### src/core/mei_pkg.sv
package mei_pkg;
    localparam int          SAMPLE_RATE_HZ = 1024;
    localparam int          CLK_HZ         = 20000000;
    // 19531 cycles; remainder accepted, rate error well under 0.01 %
    localparam int          SAMPLE_CYCLES  = CLK_HZ / SAMPLE_RATE_HZ;
    localparam logic [2:0]  ORIENT_UNKNOWN = 3'h0;
    localparam logic [2:0]  ORIENT_LEFT    = 3'h1;
    localparam logic [2:0]  ORIENT_RIGHT   = 3'h2;
    localparam logic [2:0]  ORIENT_DOWN    = 3'h5;
    localparam logic [2:0]  ORIENT_UP      = 3'h6;
    localparam logic [1:0]  FACE_UNKNOWN   = 2'h0;
    localparam logic [1:0]  FACE_FRONT     = 2'h1;
    localparam logic [1:0]  FACE_BACK      = 2'h2;
    // event mask bit positions
    localparam int          MSK_FACE       = 0;
    localparam int          MSK_ORIENT     = 1;
    localparam int          MSK_SHAKE_X    = 2;
    localparam int          MSK_SHAKE_Y    = 3;
    localparam int          MSK_SHAKE_Z    = 4;
    localparam int          MSK_TAP        = 5;
    localparam int          MSK_SAMPLE     = 6;
    localparam logic [7:0]  MASK_RESET     = 8'h00;
    localparam logic [15:0] THRESH_RESET   = 16'h0000;
    localparam logic [3:0]  BW_RESET       = 4'h0;
endpackage : mei_pkg

### src/core/mei_event_irq.sv
`timescale 1ns/100ps
`default_nettype none
module mei_event_irq
    import mei_pkg::*;
#(
    parameter int W          = 16,
    parameter int SAMPLE_DIV = SAMPLE_CYCLES
)
(
    input  wire logic         REF_CLK_I,
    input  wire logic         RST_I,
    input  wire logic         WAKE_I,
    input  wire logic [W-1:0] X_I,
    input  wire logic [W-1:0] Y_I,
    input  wire logic [W-1:0] Z_I,
    input  wire logic [7:0]   EVENT_MASK_I,
    input  wire logic         DROP_IRQ_EN_I,
    input  wire logic         DROP_SUM_SEL_I,
    input  wire logic [2:0]   TAP_AXIS_SEL_I,
    input  wire logic         SAMPLE_IRQ_RATE_SEL_I,
    input  wire logic [3:0]   LOWPASS_BW_SEL_I,
    input  wire logic [W-1:0] UPDOWN_Z_THRESH_I,
    input  wire logic [W-1:0] UPDOWN_X_THRESH_I,
    input  wire logic [W-1:0] RIGHTLEFT_Z_THRESH_I,
    input  wire logic [W-1:0] RIGHTLEFT_Y_THRESH_I,
    input  wire logic [W-1:0] FACE_Z_THRESH_I,
    input  wire logic [W-1:0] SHAKE_THRESH_I,
    input  wire logic [W-1:0] DROP_THRESH_I,
    input  wire logic [W-1:0] TAP_THRESH_I,
    input  wire logic         ADDR_MATCH_I,
    input  wire logic         READ_ACCESS_I,
    input  wire logic         STATUS_READ_I,
    input  wire logic         STOP_SEEN_I,
    output logic              EVENT_IRQ_N_O,
    output logic              TAP_FLAG_O,
    output logic              SHAKE_FLAG_O,
    output logic              DROP_FLAG_O,
    output logic [2:0]        ORIENT_CODE_O,
    output logic [1:0]        FACE_CODE_O,
    output logic              SAMPLE_TICK_O,
    output logic [W-1:0]      X_DATA_O,
    output logic [W-1:0]      Y_DATA_O,
    output logic [W-1:0]      Z_DATA_O
);
    // magnitude and sum widths only serve these sample sizes
    if (W < 4 || W > 24)
    begin : g_width_check
        $error("mei_event_irq: sample width out of range");
    end
    // a divider below 2 would tick on every edge
    if (SAMPLE_DIV < 2)
    begin : g_div_check
        $error("mei_event_irq: sample divider too small");
    end

    // divider width follows the sample period
    localparam int CW = $clog2(SAMPLE_DIV);

    // pin-side inputs, two-stage synchronisers
    logic [1:0] wake_sync_reg;
    logic [1:0] stop_sync_reg;
    logic [1:0] am_sync_reg;
    logic [1:0] rd_sync_reg;
    logic [1:0] st_sync_reg;
    logic       am_d_reg;
    logic       rd_d_reg;
    logic       st_d_reg;
    logic       stop_d_reg;
    always_ff @(posedge REF_CLK_I or posedge RST_I)
    begin
        if (RST_I)
        begin
            wake_sync_reg <= 2'h0;
            stop_sync_reg <= 2'h0;
            am_sync_reg   <= 2'h0;
            rd_sync_reg   <= 2'h0;
            st_sync_reg   <= 2'h0;
            am_d_reg      <= 1'b0;
            rd_d_reg      <= 1'b0;
            st_d_reg      <= 1'b0;
            stop_d_reg    <= 1'b0;
        end
        else
        begin
            wake_sync_reg <= {wake_sync_reg[0], WAKE_I};
            stop_sync_reg <= {stop_sync_reg[0], STOP_SEEN_I};
            am_sync_reg   <= {am_sync_reg[0], ADDR_MATCH_I};
            rd_sync_reg   <= {rd_sync_reg[0], READ_ACCESS_I};
            st_sync_reg   <= {st_sync_reg[0], STATUS_READ_I};
            am_d_reg      <= am_sync_reg[1];
            rd_d_reg      <= rd_sync_reg[1];
            st_d_reg      <= st_sync_reg[1];
            stop_d_reg    <= stop_sync_reg[1];
        end
    end

    // edge detectors read only the second stage and its delayed copy
    logic wake;
    logic stop_rise;
    logic rd_rise;
    logic st_rise;
    assign wake      = wake_sync_reg[1];
    assign stop_rise = stop_sync_reg[1] & ~stop_d_reg;
    assign rd_rise   = rd_sync_reg[1] & ~rd_d_reg;
    assign st_rise   = st_sync_reg[1] & ~st_d_reg;

    // settings captured only while in standby, so a wake write is inert
    logic [7:0]   mask_reg;
    logic         drop_en_reg;
    logic         drop_sum_reg;
    logic [2:0]   tap_sel_reg;
    logic         rate_sel_reg;
    logic [3:0]   bw_reg;
    logic [W-1:0] udz_reg;
    logic [W-1:0] udx_reg;
    logic [W-1:0] rlz_reg;
    logic [W-1:0] rly_reg;
    logic [W-1:0] fbz_reg;
    logic [W-1:0] shk_reg;
    logic [W-1:0] drp_reg;
    logic [W-1:0] tap_reg;
    // zero masks keep every source quiet until the host programs them
    always_ff @(posedge REF_CLK_I or posedge RST_I)
    begin
        if (RST_I)
        begin
            mask_reg     <= MASK_RESET;
            drop_en_reg  <= 1'b0;
            drop_sum_reg <= 1'b0;
            tap_sel_reg  <= 3'h0;
            rate_sel_reg <= 1'b0;
            bw_reg       <= BW_RESET;
            udz_reg      <= W'(THRESH_RESET);
            udx_reg      <= W'(THRESH_RESET);
            rlz_reg      <= W'(THRESH_RESET);
            rly_reg      <= W'(THRESH_RESET);
            fbz_reg      <= W'(THRESH_RESET);
            shk_reg      <= W'(THRESH_RESET);
            drp_reg      <= W'(THRESH_RESET);
            tap_reg      <= W'(THRESH_RESET);
        end
        else if (!wake)
        begin
            mask_reg     <= EVENT_MASK_I;
            drop_en_reg  <= DROP_IRQ_EN_I;
            drop_sum_reg <= DROP_SUM_SEL_I;
            tap_sel_reg  <= TAP_AXIS_SEL_I;
            rate_sel_reg <= SAMPLE_IRQ_RATE_SEL_I;
            bw_reg       <= LOWPASS_BW_SEL_I;
            udz_reg      <= UPDOWN_Z_THRESH_I;
            udx_reg      <= UPDOWN_X_THRESH_I;
            rlz_reg      <= RIGHTLEFT_Z_THRESH_I;
            rly_reg      <= RIGHTLEFT_Y_THRESH_I;
            fbz_reg      <= FACE_Z_THRESH_I;
            shk_reg      <= SHAKE_THRESH_I;
            drp_reg      <= DROP_THRESH_I;
            tap_reg      <= TAP_THRESH_I;
        end
    end

    // sample period timer; halted in standby
    logic [CW-1:0] div_reg;
    logic          tick;
    assign tick = wake && (div_reg == CW'(SAMPLE_DIV - 1));
    always_ff @(posedge REF_CLK_I or posedge RST_I)
    begin
        if (RST_I)
            div_reg <= '0;
        else if (!wake || tick)
            div_reg <= '0;
        else
            div_reg <= div_reg + 1'b1;
    end

    // bandwidth pacing: one sample interrupt per 2^n samples, n being the low three bits of bw
    logic [8:0] bw_cnt_reg;
    logic       bw_due;
    assign bw_due = (bw_cnt_reg >= ((9'h1 << bw_reg[2:0]) - 9'h1));
    always_ff @(posedge REF_CLK_I or posedge RST_I)
    begin
        if (RST_I)
            bw_cnt_reg <= 9'h0;
        else if (!wake || (tick && bw_due))
            bw_cnt_reg <= 9'h0;
        else if (tick)
            bw_cnt_reg <= bw_cnt_reg + 9'h1;
    end

    // magnitudes, one bit wider so the most negative value fits
    logic [W:0]   ax;
    logic [W:0]   ay;
    logic [W:0]   az;
    // two more bits for the sum, else three large axes wrap to a drop
    logic [W+1:0] sum;
    assign ax  = X_I[W-1] ? (W+1)'(-$signed(X_I)) : {1'b0, X_I};
    assign ay  = Y_I[W-1] ? (W+1)'(-$signed(Y_I)) : {1'b0, Y_I};
    assign az  = Z_I[W-1] ? (W+1)'(-$signed(Z_I)) : {1'b0, Z_I};
    assign sum = (W+2)'(ax) + (W+2)'(ay) + (W+2)'(az);

    // thresholds are absolute magnitude levels; the dead band between codes reports unknown, with no hysteresis
    logic up;
    logic down;
    logic right;
    logic left;
    logic front;
    logic back;
    assign up    = (az < {1'b0, udz_reg}) && (ax > {1'b0, udx_reg})
                   && X_I[W-1];
    assign down  = (az < {1'b0, udz_reg}) && (ax > {1'b0, udx_reg})
                   && !X_I[W-1] && (X_I != '0);
    assign right = (az < {1'b0, rlz_reg}) && (ay > {1'b0, rly_reg})
                   && Y_I[W-1];
    assign left  = (az < {1'b0, rlz_reg}) && (ay > {1'b0, rly_reg})
                   && !Y_I[W-1] && (Y_I != '0);
    assign front = !Z_I[W-1] && (az > {1'b0, fbz_reg});
    assign back  = Z_I[W-1] && (az > {1'b0, fbz_reg});

    // overlapping portrait and landscape hits report unknown
    logic [2:0] orient;
    logic [1:0] face;
    always_comb
    begin
        orient = ORIENT_UNKNOWN;
        if (up && !left && !right)
            orient = ORIENT_UP;
        else if (down && !left && !right)
            orient = ORIENT_DOWN;
        else if (left && !up && !down)
            orient = ORIENT_LEFT;
        else if (right && !up && !down)
            orient = ORIENT_RIGHT;
        face = front ? FACE_FRONT : (back ? FACE_BACK : FACE_UNKNOWN);
    end

    // event detectors; the shake enables double as its axis select
    logic shake;
    logic drop;
    logic tap;
    assign shake = (mask_reg[MSK_SHAKE_X] && ax > {1'b0, shk_reg})
                || (mask_reg[MSK_SHAKE_Y] && ay > {1'b0, shk_reg})
                || (mask_reg[MSK_SHAKE_Z] && az > {1'b0, shk_reg});
    assign drop  = drop_sum_reg ? (sum < {2'b0, drp_reg})
                 : (ax < {1'b0, drp_reg}) && (ay < {1'b0, drp_reg})
                   && (az < {1'b0, drp_reg});
    assign tap   = (tap_sel_reg[0] && ax > {1'b0, tap_reg})
                || (tap_sel_reg[1] && ay > {1'b0, tap_reg})
                || (tap_sel_reg[2] && az > {1'b0, tap_reg});

    // orientation codes overwrite each sample
    logic orient_chg;
    logic face_chg;
    assign orient_chg = tick && (orient != ORIENT_CODE_O);
    assign face_chg   = tick && (face != FACE_CODE_O);
    always_ff @(posedge REF_CLK_I or posedge RST_I)
    begin
        if (RST_I)
        begin
            ORIENT_CODE_O <= ORIENT_UNKNOWN;
            FACE_CODE_O   <= FACE_UNKNOWN;
        end
        else if (tick)
        begin
            ORIENT_CODE_O <= orient;
            FACE_CODE_O   <= face;
        end
    end

    // sample data refresh needs a stop since the previous refresh
    logic stop_pend_reg;
    always_ff @(posedge REF_CLK_I or posedge RST_I)
    begin
        if (RST_I)
        begin
            stop_pend_reg <= 1'b1;
            X_DATA_O      <= '0;
            Y_DATA_O      <= '0;
            Z_DATA_O      <= '0;
        end
        else if (tick && (stop_pend_reg || stop_rise))
        begin
            stop_pend_reg <= 1'b0;
            X_DATA_O      <= X_I;
            Y_DATA_O      <= Y_I;
            Z_DATA_O      <= Z_I;
        end
        else if (stop_rise)
            stop_pend_reg <= 1'b1;
    end

    // sticky flags, gated by enables; a new event beats the read clear
    logic tap_ev;
    logic shake_ev;
    logic drop_ev;
    assign tap_ev   = tick && tap && mask_reg[MSK_TAP];
    assign shake_ev = tick && shake;
    assign drop_ev  = tick && drop && drop_en_reg;
    always_ff @(posedge REF_CLK_I or posedge RST_I)
    begin
        if (RST_I)
        begin
            TAP_FLAG_O   <= 1'b0;
            SHAKE_FLAG_O <= 1'b0;
            DROP_FLAG_O  <= 1'b0;
        end
        else
        begin
            TAP_FLAG_O   <= tap_ev | (TAP_FLAG_O & ~st_rise);
            SHAKE_FLAG_O <= shake_ev | (SHAKE_FLAG_O & ~st_rise);
            DROP_FLAG_O  <= drop_ev | (DROP_FLAG_O & ~st_rise);
        end
    end

    // sample update source and the collected interrupt request
    logic sample_ev;
    logic irq_set;
    assign sample_ev = tick && mask_reg[MSK_SAMPLE]
                       && (!rate_sel_reg || bw_due);
    assign irq_set   = tap_ev || shake_ev || drop_ev || sample_ev
                    || (orient_chg && mask_reg[MSK_ORIENT])
                    || (face_chg && mask_reg[MSK_FACE]);

    // pin held low until a read after address match or standby; set wins
    logic irq_clr;
    assign irq_clr = am_d_reg && rd_rise;
    always_ff @(posedge REF_CLK_I or posedge RST_I)
    begin
        if (RST_I)
            EVENT_IRQ_N_O <= 1'b1;
        else if (!wake)
            EVENT_IRQ_N_O <= 1'b1;
        else if (irq_set)
            EVENT_IRQ_N_O <= 1'b0;
        else if (irq_clr)
            EVENT_IRQ_N_O <= 1'b1;
    end

    // tick leaves as a strobe for the checker, not as data
    assign SAMPLE_TICK_O = tick;
endmodule // mei_event_irq
`default_nettype wire

### config.mk
export PLATFORM = sky130hd
export DESIGN_NAME = mei_event_irq
export DESIGN_NICKNAME = d
export VERILOG_FILES = /design/src/core/mei_pkg.sv /design/src/core/mei_event_irq.sv
export SDC_FILE = /design/constraint.sdc
export NUM_CORES = 1
export LEC_CHECK = 0
export BUFFER_PORTS_ARGS = -buffer_cell sky130_fd_sc_hd__buf_4
export CAP_MARGIN = 0
export CORE_MARGIN = 10
export CORE_UTILIZATION = 40
export DETAILED_ROUTE_END_ITERATION = 10
export PLACE_DENSITY_LB_ADDON = 0.08
export SETUP_SLACK_MARGIN = 0.02
export SLEW_MARGIN = 30
export SYNTH_ARGS = -nofsm -noshare
export SYNTH_HDL_FRONTEND = slang
export SYNTH_SLANG_ARGS = --single-unit
### constraint.sdc
create_clock -name REF_CLK_I -period 8.07 [get_ports REF_CLK_I]
set_input_delay 0.4035 -clock REF_CLK_I [delete_from_list [all_inputs] [get_ports REF_CLK_I]]
set_output_delay 0.4035 -clock REF_CLK_I [all_outputs]
set_load 0.01 [all_outputs]
# == Yosys cells after proc, flatten, opt, wreduce, memory -nomap -nowiden ==
# Cells that the tools add are included.
# word_totals
register_bits,240
wordCells,162
# classes
addsub,8
magnitude_cmp,16
n_eq_ne,4
shift,1
muxes,18
n_bitwise,13
reduce_logical,67
# ops
operator,n
> comparator 17 x 16 -> 1 bit,9
less-than comparator 17 x 16 -> 1 bit,5
two-way mux 17 bit,3
negator 16 -> 17 bit,3
logical AND 1 bit,41
nonzero test 16 bit,2
adder 17 x 17 -> 18 bit,1
adder 18 x 17 -> 18 bit,1
less-than comparator 18 x 16 -> 1 bit,1
two-way mux 9 bit,2
"adder 15 x 1 -> 15 bit, second input constant",1
"equality test 15 bit, second input constant",1
two-way mux 15 bit,1
logical OR 1 bit,13
"adder 9 x 1 -> 9 bit, second input constant",1
>= comparator 9 bit,1
logical NOT 1 bit,9
"left shift 1 x 3 -> 9 bit, first input constant",1
"subtractor 9 x 1 -> 9 bit, second input constant",1
two-way mux 2 bit,4
bitwise AND 1 bit,6
two-way mux 1 bit,6
two-way mux 3 bit,2
inverter 1 bit,4
5 further kinds,8

# == Logic depth before layout (Yosys ltp) ==
# Gate-level depths: netlist (run 1).
# depth
word_depth,19
mapped_depth,25

# == Worst setup path after synthesis (run 1) ==
# OpenSTA, ideal clock, no wires.
# synth_timing
path_kind,input to register
from,input port X_I[4]
to,register EVENT_IRQ_N_O
setup_time_ps,94
arrival_time_ps,5026
required_time_ps,7976
slack_ps,2949
cell_stages,21
cell_sequence,or4_1 > nor3_1 > or3b_1 > nor2_1 > nand2_1 > o21a_1 > xor2_1 > inv_1 > fa_1 > inv_1 > ha_1 > o21ai_0 > o21bai_1 > a211oi_1 > a21oi_1 > ha_1 > nand2_1 > or4_1 > a41oi_1 > a21oi_1 > a311oi_1
# synth_between
elab_chain_len,19
elab_cells_between_ends,53
classes_between,add/sub: 3; order compare: 5; eq/ne: 2; mux: 8; reduce/logical: 35
# synth_lines
item,line,source
"start, declared",mei_event_irq.sv:13,"input wire logic [W-1:0] X_I,"
"parallel branches: the longest is 15 deep, another holds adder 17 x 17 -> 18 bit",n/a,
logical OR 1 bit *,mei_event_irq.sv:319,|| (orient_chg && mask_reg[MSK_ORIENT])
logical OR 1 bit *,mei_event_irq.sv:320,|| (face_chg && mask_reg[MSK_FACE]);
two-way mux 1 bit,mei_event_irq.sv:331,else if (irq_set)
two-way mux 1 bit,mei_event_irq.sv:329,else if (!wake)
"end signal, assigned",mei_event_irq.sv:328,EVENT_IRQ_N_O <= 1'b1;
"end signal, assigned",mei_event_irq.sv:330,EVENT_IRQ_N_O <= 1'b1;
"end signal, assigned",mei_event_irq.sv:332,EVENT_IRQ_N_O <= 1'b0;
"end, declared",mei_event_irq.sv:34,"output logic EVENT_IRQ_N_O,"
# Mark *: on every way between the ends.
# A chain may end at the register's enable or synchronous reset.

# == Worst setup path in the final report (run 1) ==
# Same ends and word-level chain as after synthesis.

==> flow_summary.toml, run 1 <==
[routing]
drt_wl_total_um = 51700
vias = 13200
ant_nets = 0
drc = 0
drtIter0Drc = 608
viasPerCell = 5.28
wl_per_cell_um = 20.6
first_pass_iters = 5

[setup_path]
startpoint_type = "input port"
path_cells = "buf_4 > or4_1 > nor3_1 > or3b_1 > nor2_1 > nand3_1 > nand2_1 > xnor2_1 > buf_4 > xor2_1 > ha_1 > ha_1 > o21ai_0 > nand2b_1 > a311oi_1 > o21bai_1 > a211oi_1 > a21oi_1 > ha_1 > nand2_1 > or4_1 > a41oi_1 > a21oi_1 > a311oi_1"
critPathBufInv = 2
worst_ep_arrival_time_ns = 6.13
end_kind = "register"
slowest_delay_ns = 0.60
cp_top_family = "simple AND/OR/NAND/NOR gates"
required_ns = 8.57
slowest_stage = "or4_1"
r2r_slack_ns = 4.56
cp_common_cell = "ha_1"
reg2reg_from = "udx_reg[2]$_DFFE_PP0N_"
crit_path_end = "EVENT_IRQ_N_O$_DFFE_PP1P_"
cp-startpoint = "X_I[4]"
worstPathMaxFanout = 6
reg2reg_to = "EVENT_IRQ_N_O$_DFFE_PP1P_"
worst-path-stages = 24
ff2ff_path_depth = 13
criticalPathCategory = "input port to register"

[cells_and_area]
nets = 2429
fin_util = 0.495
drive_above_1_share = 0.272
syn_to_final_growth_pct = 21.9

[global_routing]
overflow = 0
grt_pass1_vias = 13500
grt_max_degree = 142
grt_pass1_wl_um = 78500
antenna_found_initial = 6
grt_usage = 0.198

[timing]
drv_slew = 0
finalSetupTns_ns = 0
fmax_ghz = 0.178
whs_ns = 0.0388
rsz0062_at_grt = "no"
finalCriticalPeriod_ns = 5.63
fin_crit_sh = 0.698
finClkSkew_ns = 0.0433
worst_pin_slew_ns = 0.907
setup_ws_ns = 2.44
final_hold_viol_count = 0
slew_headroom = 0.391
setup_viol_count_final = 0

[floorplan]
start_util = 0.406
die_x_um = 227
fp-row-count = 75
num_io_pins = 259
core-area_um2 = 42100
die_h_um = 227
die_area_um2 = 51400

[synthesis]
syn-cell-area_um2 = 17100
ys_ff_latch = 240
seq_area_frac_synth = 0.351
ys.flop_type = "dfrtp_1"
ys_warn_count = 0
syn_inst = 1655
synth_edf_count = 0
async_reset_ff_frac = 1.00
ys_types = 73
syn_avg_cell_area_um2 = 10.3

[clock_network]
cts_tree = "built"
path_clk_slew_ns = 0.06
ctsHoldBuffers = 9
cts-root-buf = "clkbuf_16"
clkLatencyLatePin_ns = 0.59
post_cts_resized = 0
clock_path_buffers = 3
cts_max_level = 1
post-cts-setup-buffers = 0
cts.sinks = 240
cts_made_buffers = 28

[place]
portBuffers = 256
globalplace.congestion = 0.855
place_ws_ns = 1.90
dp.final_hpwl_um = 41200

[job]
maxCapViolCount = 0

[outcome]
status = "finished clean"

[pwr]
power_density_nw_per_um2 = 187
finalPower_mw = 3.90
worst_ir_drop_vdd_v = 0.000144
p_leak_nw = 10.2

[min_path]
min_path_type = "input port to register"
[synth_stat cells (all sizes together), types with 5 or more instances]
library cell,instances,area (µm²)
a2111oi,5,43.8
a211o,5,43.8
a211oi,13,97.6
a21o,44,330
a21oi,70,350
a31oi,11,83.8
and3,21,131
buf,6,31.3
clkbuf,32,120
dfrtp,238,5960
fa,13,260
ha,264,3300
inv,174,653
mux2,184,2070
nand2,72,270
nand2b,23,144
nand3,35,175
nand3b,5,37.5
nand4,29,181
nor2,65,244
nor2b,21,131
nor3,15,75.1
nor4,14,87.6
o2111ai,6,52.6
o211ai,7,52.6
o21a,33,248
o21ai,81,405
o22ai,5,31.3
o31ai,19,143
o41ai,7,61.3
or4,12,97.6
xnor2,53,472
xor2,17,149
[worst reg2reg max path: cells and delay by family (launching register included)]
family / cells / cell delay [ns]
flops: 1 / 0.34
fa+ha+maj: 1 / 0.30
compound gates: 8 / 2.28
simple gates: 2 / 0.35
buf+inv: 1 / 0.05
xor+xnor: 1 / 0.15
[cell usage in the layout, fill, tap and decap left out, types with 9 or more instances in the layout]
cell type / count
clkbuf_16: 28
ha_1: 264
nor3_1: 15
a211oi_1: 13
fa_1: 13
nand2b_1: 23
nand2_1: 72
or4_1: 10
nor4_1: 13
nand3_1: 35
and3_1: 21
dlygate4sd3_1: 9
a21o_1: 44
nor2_1: 65
dfrtp_1: 237
mux2_2: 184
a31oi_1: 10
a21oi_1: 70
xor2_1: 17
o21ai_0: 79
xnor2_1: 51
inv_1: 173
buf_4: 292
o21a_1: 33
o31ai_1: 19
nor2b_1: 21
nand4_1: 29
[cells by family (layout without fill, tap and decap cells)]
logic type,Yosys count,in the layout,synth area share
muxes,185,185,0.122
adders and majority gates,278,278,0.209
DFF,240,240,0.351
AOI/OAI and AO/OA,335,335,0.130
xor gates and xnor gates,73,73,0.0402
other,1,4,0.000219
buffers and inverters,212,523,0.0470
and+or+nand+nor,331,331,0.101
[stage by stage]
stage	cell area [µm²]	std cells
after floorplan	17100	1657
after global placement	19900	2451
after detailed placement	19900	2451
after CTS	20900	2507
after global routing	20900	2507
final	20900	2508
[how the worst min path moves through the flow]
stage	startpoint	end	slack, ns	cells past startpoint
finish	EVENT_MASK_I[1]	mask_reg[1]$_DFFE_PP0N_	0.04	2
global route	RIGHTLEFT_Z_THRESH_I[0]	rlz_reg[0]$_DFFE_PP0N_	0.01	2
CTS	RIGHTLEFT_Z_THRESH_I[0]	rlz_reg[0]$_DFFE_PP0N_	0.00004	2
detailed placement	am_sync_reg[1]$_DFF_PP0_	am_d_reg$_DFF_PP0_	0.34	0
global placement	st_sync_reg[0]$_DFF_PP0_	st_sync_reg[1]$_DFF_PP0_	0.33	0
floorplan	am_sync_reg[1]$_DFF_PP0_	am_d_reg$_DFF_PP0_	0.33	0
[layout make-up]
type | instances | area (µm²)
multi-input cells | 1205 | 10300
clock inverters | 6 | 80.1
flip-flops and latches | 240 | 6010
inverters | 174 | 661
diodes | 1 | 2.50
clock buffers | 41 | 810
well taps | 539 | 674
fillers | 3968 | 21300
repair buffers | 302 | 2300
[metal layers]
| layer | global-route usage | share of wire | vias to the layer above |
|---|---|---|---|
| li1 | - | - | 6572 |
| met1 | 0.254 | 0.45 | 6363 |
| met2 | 0.338 | 0.48 | 240 |
| met3 | 0.0413 | 0.050 | 57 |
| met4 | 0.0413 | 0.019 | 10 |
| met5 | 0 | 0.0014 | - |
[report_power, final]
| part | internal (mW) | total, mW | switching (mW) |
|---|---|---|---|
| Sequential | 1.29 | 1.35 | 0.0578 |
| Combinational | 0.613 | 1.31 | 0.697 |
| Clock | 0.722 | 1.24 | 0.518 |
Power figures use the tool's default switching activity.
==> inputs of run 2 (changes only) <==
==> constraint.sdc (replaced) <==
create_clock -name REF_CLK_I -period 5.1 [get_ports REF_CLK_I]
set_input_delay 0.255 -clock REF_CLK_I [delete_from_list [all_inputs] [get_ports REF_CLK_I]]
set_output_delay 0.255 -clock REF_CLK_I [all_outputs]
set_load 0.01 [all_outputs]
==> run 2 against run 1 <==
Net effect:
- register-to-register slack worse by 2.9 ns
- sequential power up 58%
- flip-flop and latch count unchanged
- clock-buffer cell count down 1
- non-clock buffer count up 266
- setup slack worse by 2.3 ns
- largest cell class unchanged
- largest power group is now combinational cells
==> flow_summary.toml, run 2 (synthesized netlist as in run 1, its figures left out) <==
[outcome]
status = "finished clean"

[setup_path]
end_kind = "register"
criticalPathCategory = "input port to register"
required_ns = 5.61
worst_ep_arrival_time_ns = 5.43
worstPathMaxFanout = 7
startpoint_type = "input port"

[pwr]
power_density_nw_per_um2 = 283
p_leak_nw = 11.5
worst_ir_drop_vdd_v = 0.000254

[routing]
viasPerCell = 5.16
vias = 14300
first_pass_iters = 6
wl_per_cell_um = 20.3
drt_wl_total_um = 56500
ant_nets = 0
drc = 0
drtIter0Drc = 828

[floorplan]
die_area_um2 = 51400
die_x_um = 227
die_h_um = 227
start_util = 0.406
fp-row-count = 75
num_io_pins = 259
core-area_um2 = 42100

[timing]
final_hold_viol_count = 0
setup_viol_count_final = 0
whs_ns = 0.0596
setup_ws_ns = 0.181
drv_slew = 0
finalCriticalPeriod_ns = 4.92
fmax_ghz = 0.203
slew_headroom = 0.397
worst_pin_slew_ns = 0.905
finClkSkew_ns = 0.0568
fin_crit_sh = 0.964

[global_routing]
grt_pass1_wl_um = 86300
overflow = 0
grt_max_degree = 138
grt_pass1_vias = 15000
grt_usage = 0.217
antenna_found_initial = 4

[clock_network]
clkLatencyLatePin_ns = 0.61
cts_tree = "built"
cts_made_buffers = 28
cts_max_level = 1
post-cts-setup-buffers = 0
cts-root-buf = "clkbuf_16"
path_clk_slew_ns = 0.06
clock_path_buffers = 3
cts.sinks = 240

[cells_and_area]
drive_above_1_share = 0.292
nets = 2695
mostFrequentLayoutCells = "buf_4, ha_1, dfrtp_1"
multi_input_area_um2 = 10400
fillers = 3668
regArea_um2 = 6010
layout_commonest_cell = "buf_4"
syn_to_final_growth_pct = 37.2

[place]
place_ws_ns = -0.498
globalplace.congestion = 0.879
dp.final_hpwl_um = 44100
portBuffers = 256

[job]
maxCapViolCount = 0

[min_path]
min_path_type = "input port to register"
-- run 2: per-stage QoR --
stage          instances  utilization  cell area [µm²]  setup TNS (ns)  total power [mW]
3_3_place_gp        2545        0.488            20600          -0.671              4.38
4_1_cts             2778        0.555            23400               0              6.69
2_1_floorplan       1657            -            17100               0              3.56
3_5_place_dp        2545        0.488            20600          -0.847              4.42
5_1_grt             2781        0.557            23500         -0.0241              7.10
6_report            2782        0.557            23500               0              6.65
-- run 2: worst paths after layout --
path                                                 start                    endpoint  slack [ns]  depth (start not counted)
worst max-delay path                                Y_I[2]   EVENT_IRQ_N_O$_DFFE_PP1P_        0.18                         20
worst min-delay path                                X_I[5]     X_DATA_O[5]$_DFFE_PP0P_        0.06                          3
worst max register to register        div_reg[0]$_DFF_PP0_   EVENT_IRQ_N_O$_DFFE_PP1P_        1.64                         13
worst min register to register  stop_sync_reg[0]$_DFF_PP0_  stop_sync_reg[1]$_DFF_PP0_        0.35                          0
max in group asynchronous                            RST_I     Z_DATA_O[6]$_DFFE_PP0P_        3.56                          4
min in group asynchronous                            RST_I  tap_sel_reg[0]$_DFFE_PP0N_        0.36                          3
-- run 2: critical path: stages --
cell and delay (ns):
dlygate4sd3_1 0.53, buf_4 0.16, or3_1 0.35, o31ai_2 0.27, xnor2_2 0.19, fa_1 0.46
ha_1 0.27, or4_1 0.51, o22ai_2 0.21, o211ai_1 0.12, a21o_1 0.20, a21o_1 0.17
a21oi_1 0.18, xnor2_1 0.09, ha_1 0.27, nand2_1 0.06, or4_1 0.54, a41oi_2 0.23
a21oi_1 0.12, a311oi_1 0.23
-- run 2: per-layer routing --
layer | GRT usage | wire length (µm)
met1 | 0.280 | 25100
met5 | 0 | 0
met2 | 0.366 | 27200
met4 | 0.0543 | 1380
met3 | 0.0404 | 2830
-- run 2: layout make-up --
| class | instances | share of cell area |
|---|---|---|
| tap | 539 | 0.0287 |
| sequential | 240 | 0.256 |
| timing repair buffer | 568 | 0.202 |
| inverter | 174 | 0.0280 |
| multi-input combinational | 1205 | 0.443 |
| antenna | 4 | 0.000426 |
| clock inverter | 12 | 0.00597 |
| clock buffer | 40 | 0.0356 |
-- run 2: power breakdown --
part / internal, mW / switching, mW
Clock: 1.24 / 0.854
Sequential: 2.04 / 0.0839
Combinational: 1.20 / 1.22
-- run 2: repair_timing --
| action | CTS | global route |
|---|---|---|
| gates resized for setup | 0 | 18 |
| endpoints found under the hold margin | 210 | 0 |
| endpoints found under the setup margin | 0 | 2 |
| hold buffers | 181 | 0 |
==> inputs of run 3 (changes only) <==
--- a/config.mk
+++ b/config.mk
@@ -11,6 +11,7 @@
 export CORE_UTILIZATION = 40
 export DETAILED_ROUTE_END_ITERATION = 10
 export PLACE_DENSITY_LB_ADDON = 0.08
+export RECOVER_POWER = 25
 export SETUP_SLACK_MARGIN = 0.02
 export SLEW_MARGIN = 30
 export SYNTH_ARGS = -nofsm -noshare
==> run 3 against run 2 <==
Net effect:
- the run now ends with capacitance limit, slew limit left
- setup slack gained 0.00066 ns
- maximum frequency barely moved
- clock skew fell by 0.0010 ns
- largest cell class unchanged
- non-clock buffer count did not move
- sequential power about the same
- global-route usage is the same
- critical endpoint unchanged
- first-iteration DRC count rose by 4.5%
==> flow_summary.toml, run 3 (synthesized netlist as in run 1, its figures left out) <==
[cells_and_area]
fin_util = 0.554
layout_commonest_cell = "buf_4"
regArea_um2 = 6010
multi_input_area_um2 = 10400
drive_above_1_share = 0.281
syn_to_final_growth_pct = 36.6
mostFrequentLayoutCells = "buf_4, ha_1, dfrtp_1"
nets = 2695
fillers = 3695

[timing]
finClkSkew_ns = 0.0557
setup_viol_count_final = 0
fin_crit_sh = 0.964
drv_slew = 106
worst_pin_slew_ns = 1.83
final_hold_viol_count = 0
whs_ns = 0.0581
finalSetupTns_ns = 0
finalCriticalPeriod_ns = 4.92
fmax_ghz = 0.203
slew_headroom = -0.220

[routing]
drtIter0Drc = 865
first_pass_iters = 5
viasPerCell = 5.17
drc = 0
ant_nets = 0
vias = 14400
drt_wl_total_um = 56500
wl_per_cell_um = 20.3

[pwr]
p_seq_frac = 0.320
p_leak_nw = 11.4
intPower_mw = 4.48
clkPwrFrac = 0.316
netSwitchingPower_mw = 2.16
worst_ir_drop_vdd_v = 0.000255
finalPower_mw = 6.64
switching_share = 0.325
p_comb_frac = 0.364
power_density_nw_per_um2 = 284

[setup_path]
criticalPathCategory = "input port to register"
required_ns = 5.61
worst_ep_arrival_time_ns = 5.43
cp-startpoint = "Y_I[2]"
reg2reg_from = "div_reg[0]$_DFF_PP0_"
worstPathMaxFanout = 7
end_kind = "register"
startpoint_type = "input port"

[place]
globalplace.congestion = 0.879
portBuffers = 256
dp.final_hpwl_um = 44100

[clock_network]
cts.sinks = 240
clock_path_buffers = 3
path_clk_slew_ns = 0.06
cts_made_buffers = 28
post-cts-setup-buffers = 0
cts_max_level = 1
cts_tree = "built"
cts-root-buf = "clkbuf_16"
clkLatencyLatePin_ns = 0.61

[floorplan]
die_h_um = 227
core-area_um2 = 42100
fp-row-count = 75
start_util = 0.406
die_area_um2 = 51400
die_x_um = 227
num_io_pins = 259

[global_routing]
antenna_found_initial = 4
grt_pass1_vias = 15000
overflow = 0
grt_usage = 0.217
grt_pass1_wl_um = 86300
grt_max_degree = 138

[min_path]
min_path_type = "input port to register"
min_from = "X_I[5]"

[outcome]
violations = "capacitance limit, slew limit"
status = "complete, but fails checks"

[job]
maxCapViolCount = 2
run 3: cell count changes in the layout (fill, tap and decap cells not counted):
cell	change
buf_4	-27
clkbuf_1	+24
clkbuf_4	+3
buf_12	-1
clkbuf_2	+1
clkinvlp_2	+1
clkinvlp_4	-1
run 3: final cells by class:
cell class | instances | area share
diodes | 4 | 0.000428
clock buffers | 40 | 0.0358
clock inverters | 12 | 0.00600
inverters | 174 | 0.0280
multi-input cells | 1205 | 0.445
flip-flops and latches | 240 | 0.257
well taps | 539 | 0.0289
repair buffers | 568 | 0.199
run 3: worst paths after layout:
| path | slack, ns | cells after the start | to |
|---|---|---|---|
| max in group asynchronous | 2.09 | 4 | X_DATA_O[10]$_DFFE_PP0P_ |
| worst min-delay path | 0.06 | 3 | X_DATA_O[5]$_DFFE_PP0P_ |
| worst max register to register | 1.66 | 13 | EVENT_IRQ_N_O$_DFFE_PP1P_ |
| worst min register to register | 0.35 | 0 | stop_sync_reg[1]$_DFF_PP0_ |
| min in group asynchronous | 0.58 | 3 | tap_sel_reg[0]$_DFFE_PP0N_ |
| worst max-delay path | 0.18 | 20 | EVENT_IRQ_N_O$_DFFE_PP1P_ |
run 3: power groups by stage:
stage | logic (mW) | clock network, mW | registers, mW
after global placement | 2.23 | 0 | 2.15
final | 2.41 | 2.10 | 2.13
after CTS | 2.39 | 2.16 | 2.13
after floorplan | 1.42 | 0 | 2.14
after global routing | 2.72 | 2.24 | 2.14
after detailed placement | 2.26 | 0 | 2.16
run 3: repair_timing:
action | in CTS | in global routing
hold endpoints to repair | 210 | 0
resized for setup | 0 | 18
hold buffers | 181 | 0
setup endpoints to repair | 0 | 2
run 3: stage by stage:
stage | cell area, µm² | setup slack, ns | instances
finish | 23400 | 0.182 | 2782
global route | 23400 | -0.0241 | 2781
CTS | 23400 | 0.0426 | 2778
detailed placement | 20600 | -0.498 | 2545
global placement | 20600 | -0.415 | 2545
floorplan | 17100 | 0.128 | 1657
run 3: routing by layer:
metal  part of all wire  up-vias  global-route usage
met2               0.48      305               0.366
met4              0.024        0              0.0543
met3              0.052       65              0.0404
met5                  0        -                   0
met1               0.44     6903               0.280
li1                   -     7101                   -
run 3: critical path, stage by stage:
cell and delay [ns]:
dlygate4sd3_1 0.53, buf_4 0.16, or3_1 0.35, o31ai_2 0.27, xnor2_2 0.19, fa_1 0.46, ha_1 0.27, or4_1 0.51
o22ai_2 0.21, o211ai_1 0.12, a21o_1 0.20, a21o_1 0.17, a21oi_1 0.18, xnor2_1 0.09, ha_1 0.27, nand2_1 0.06
or4_1 0.54, a41oi_2 0.23, a21oi_1 0.13, a311oi_1 0.23
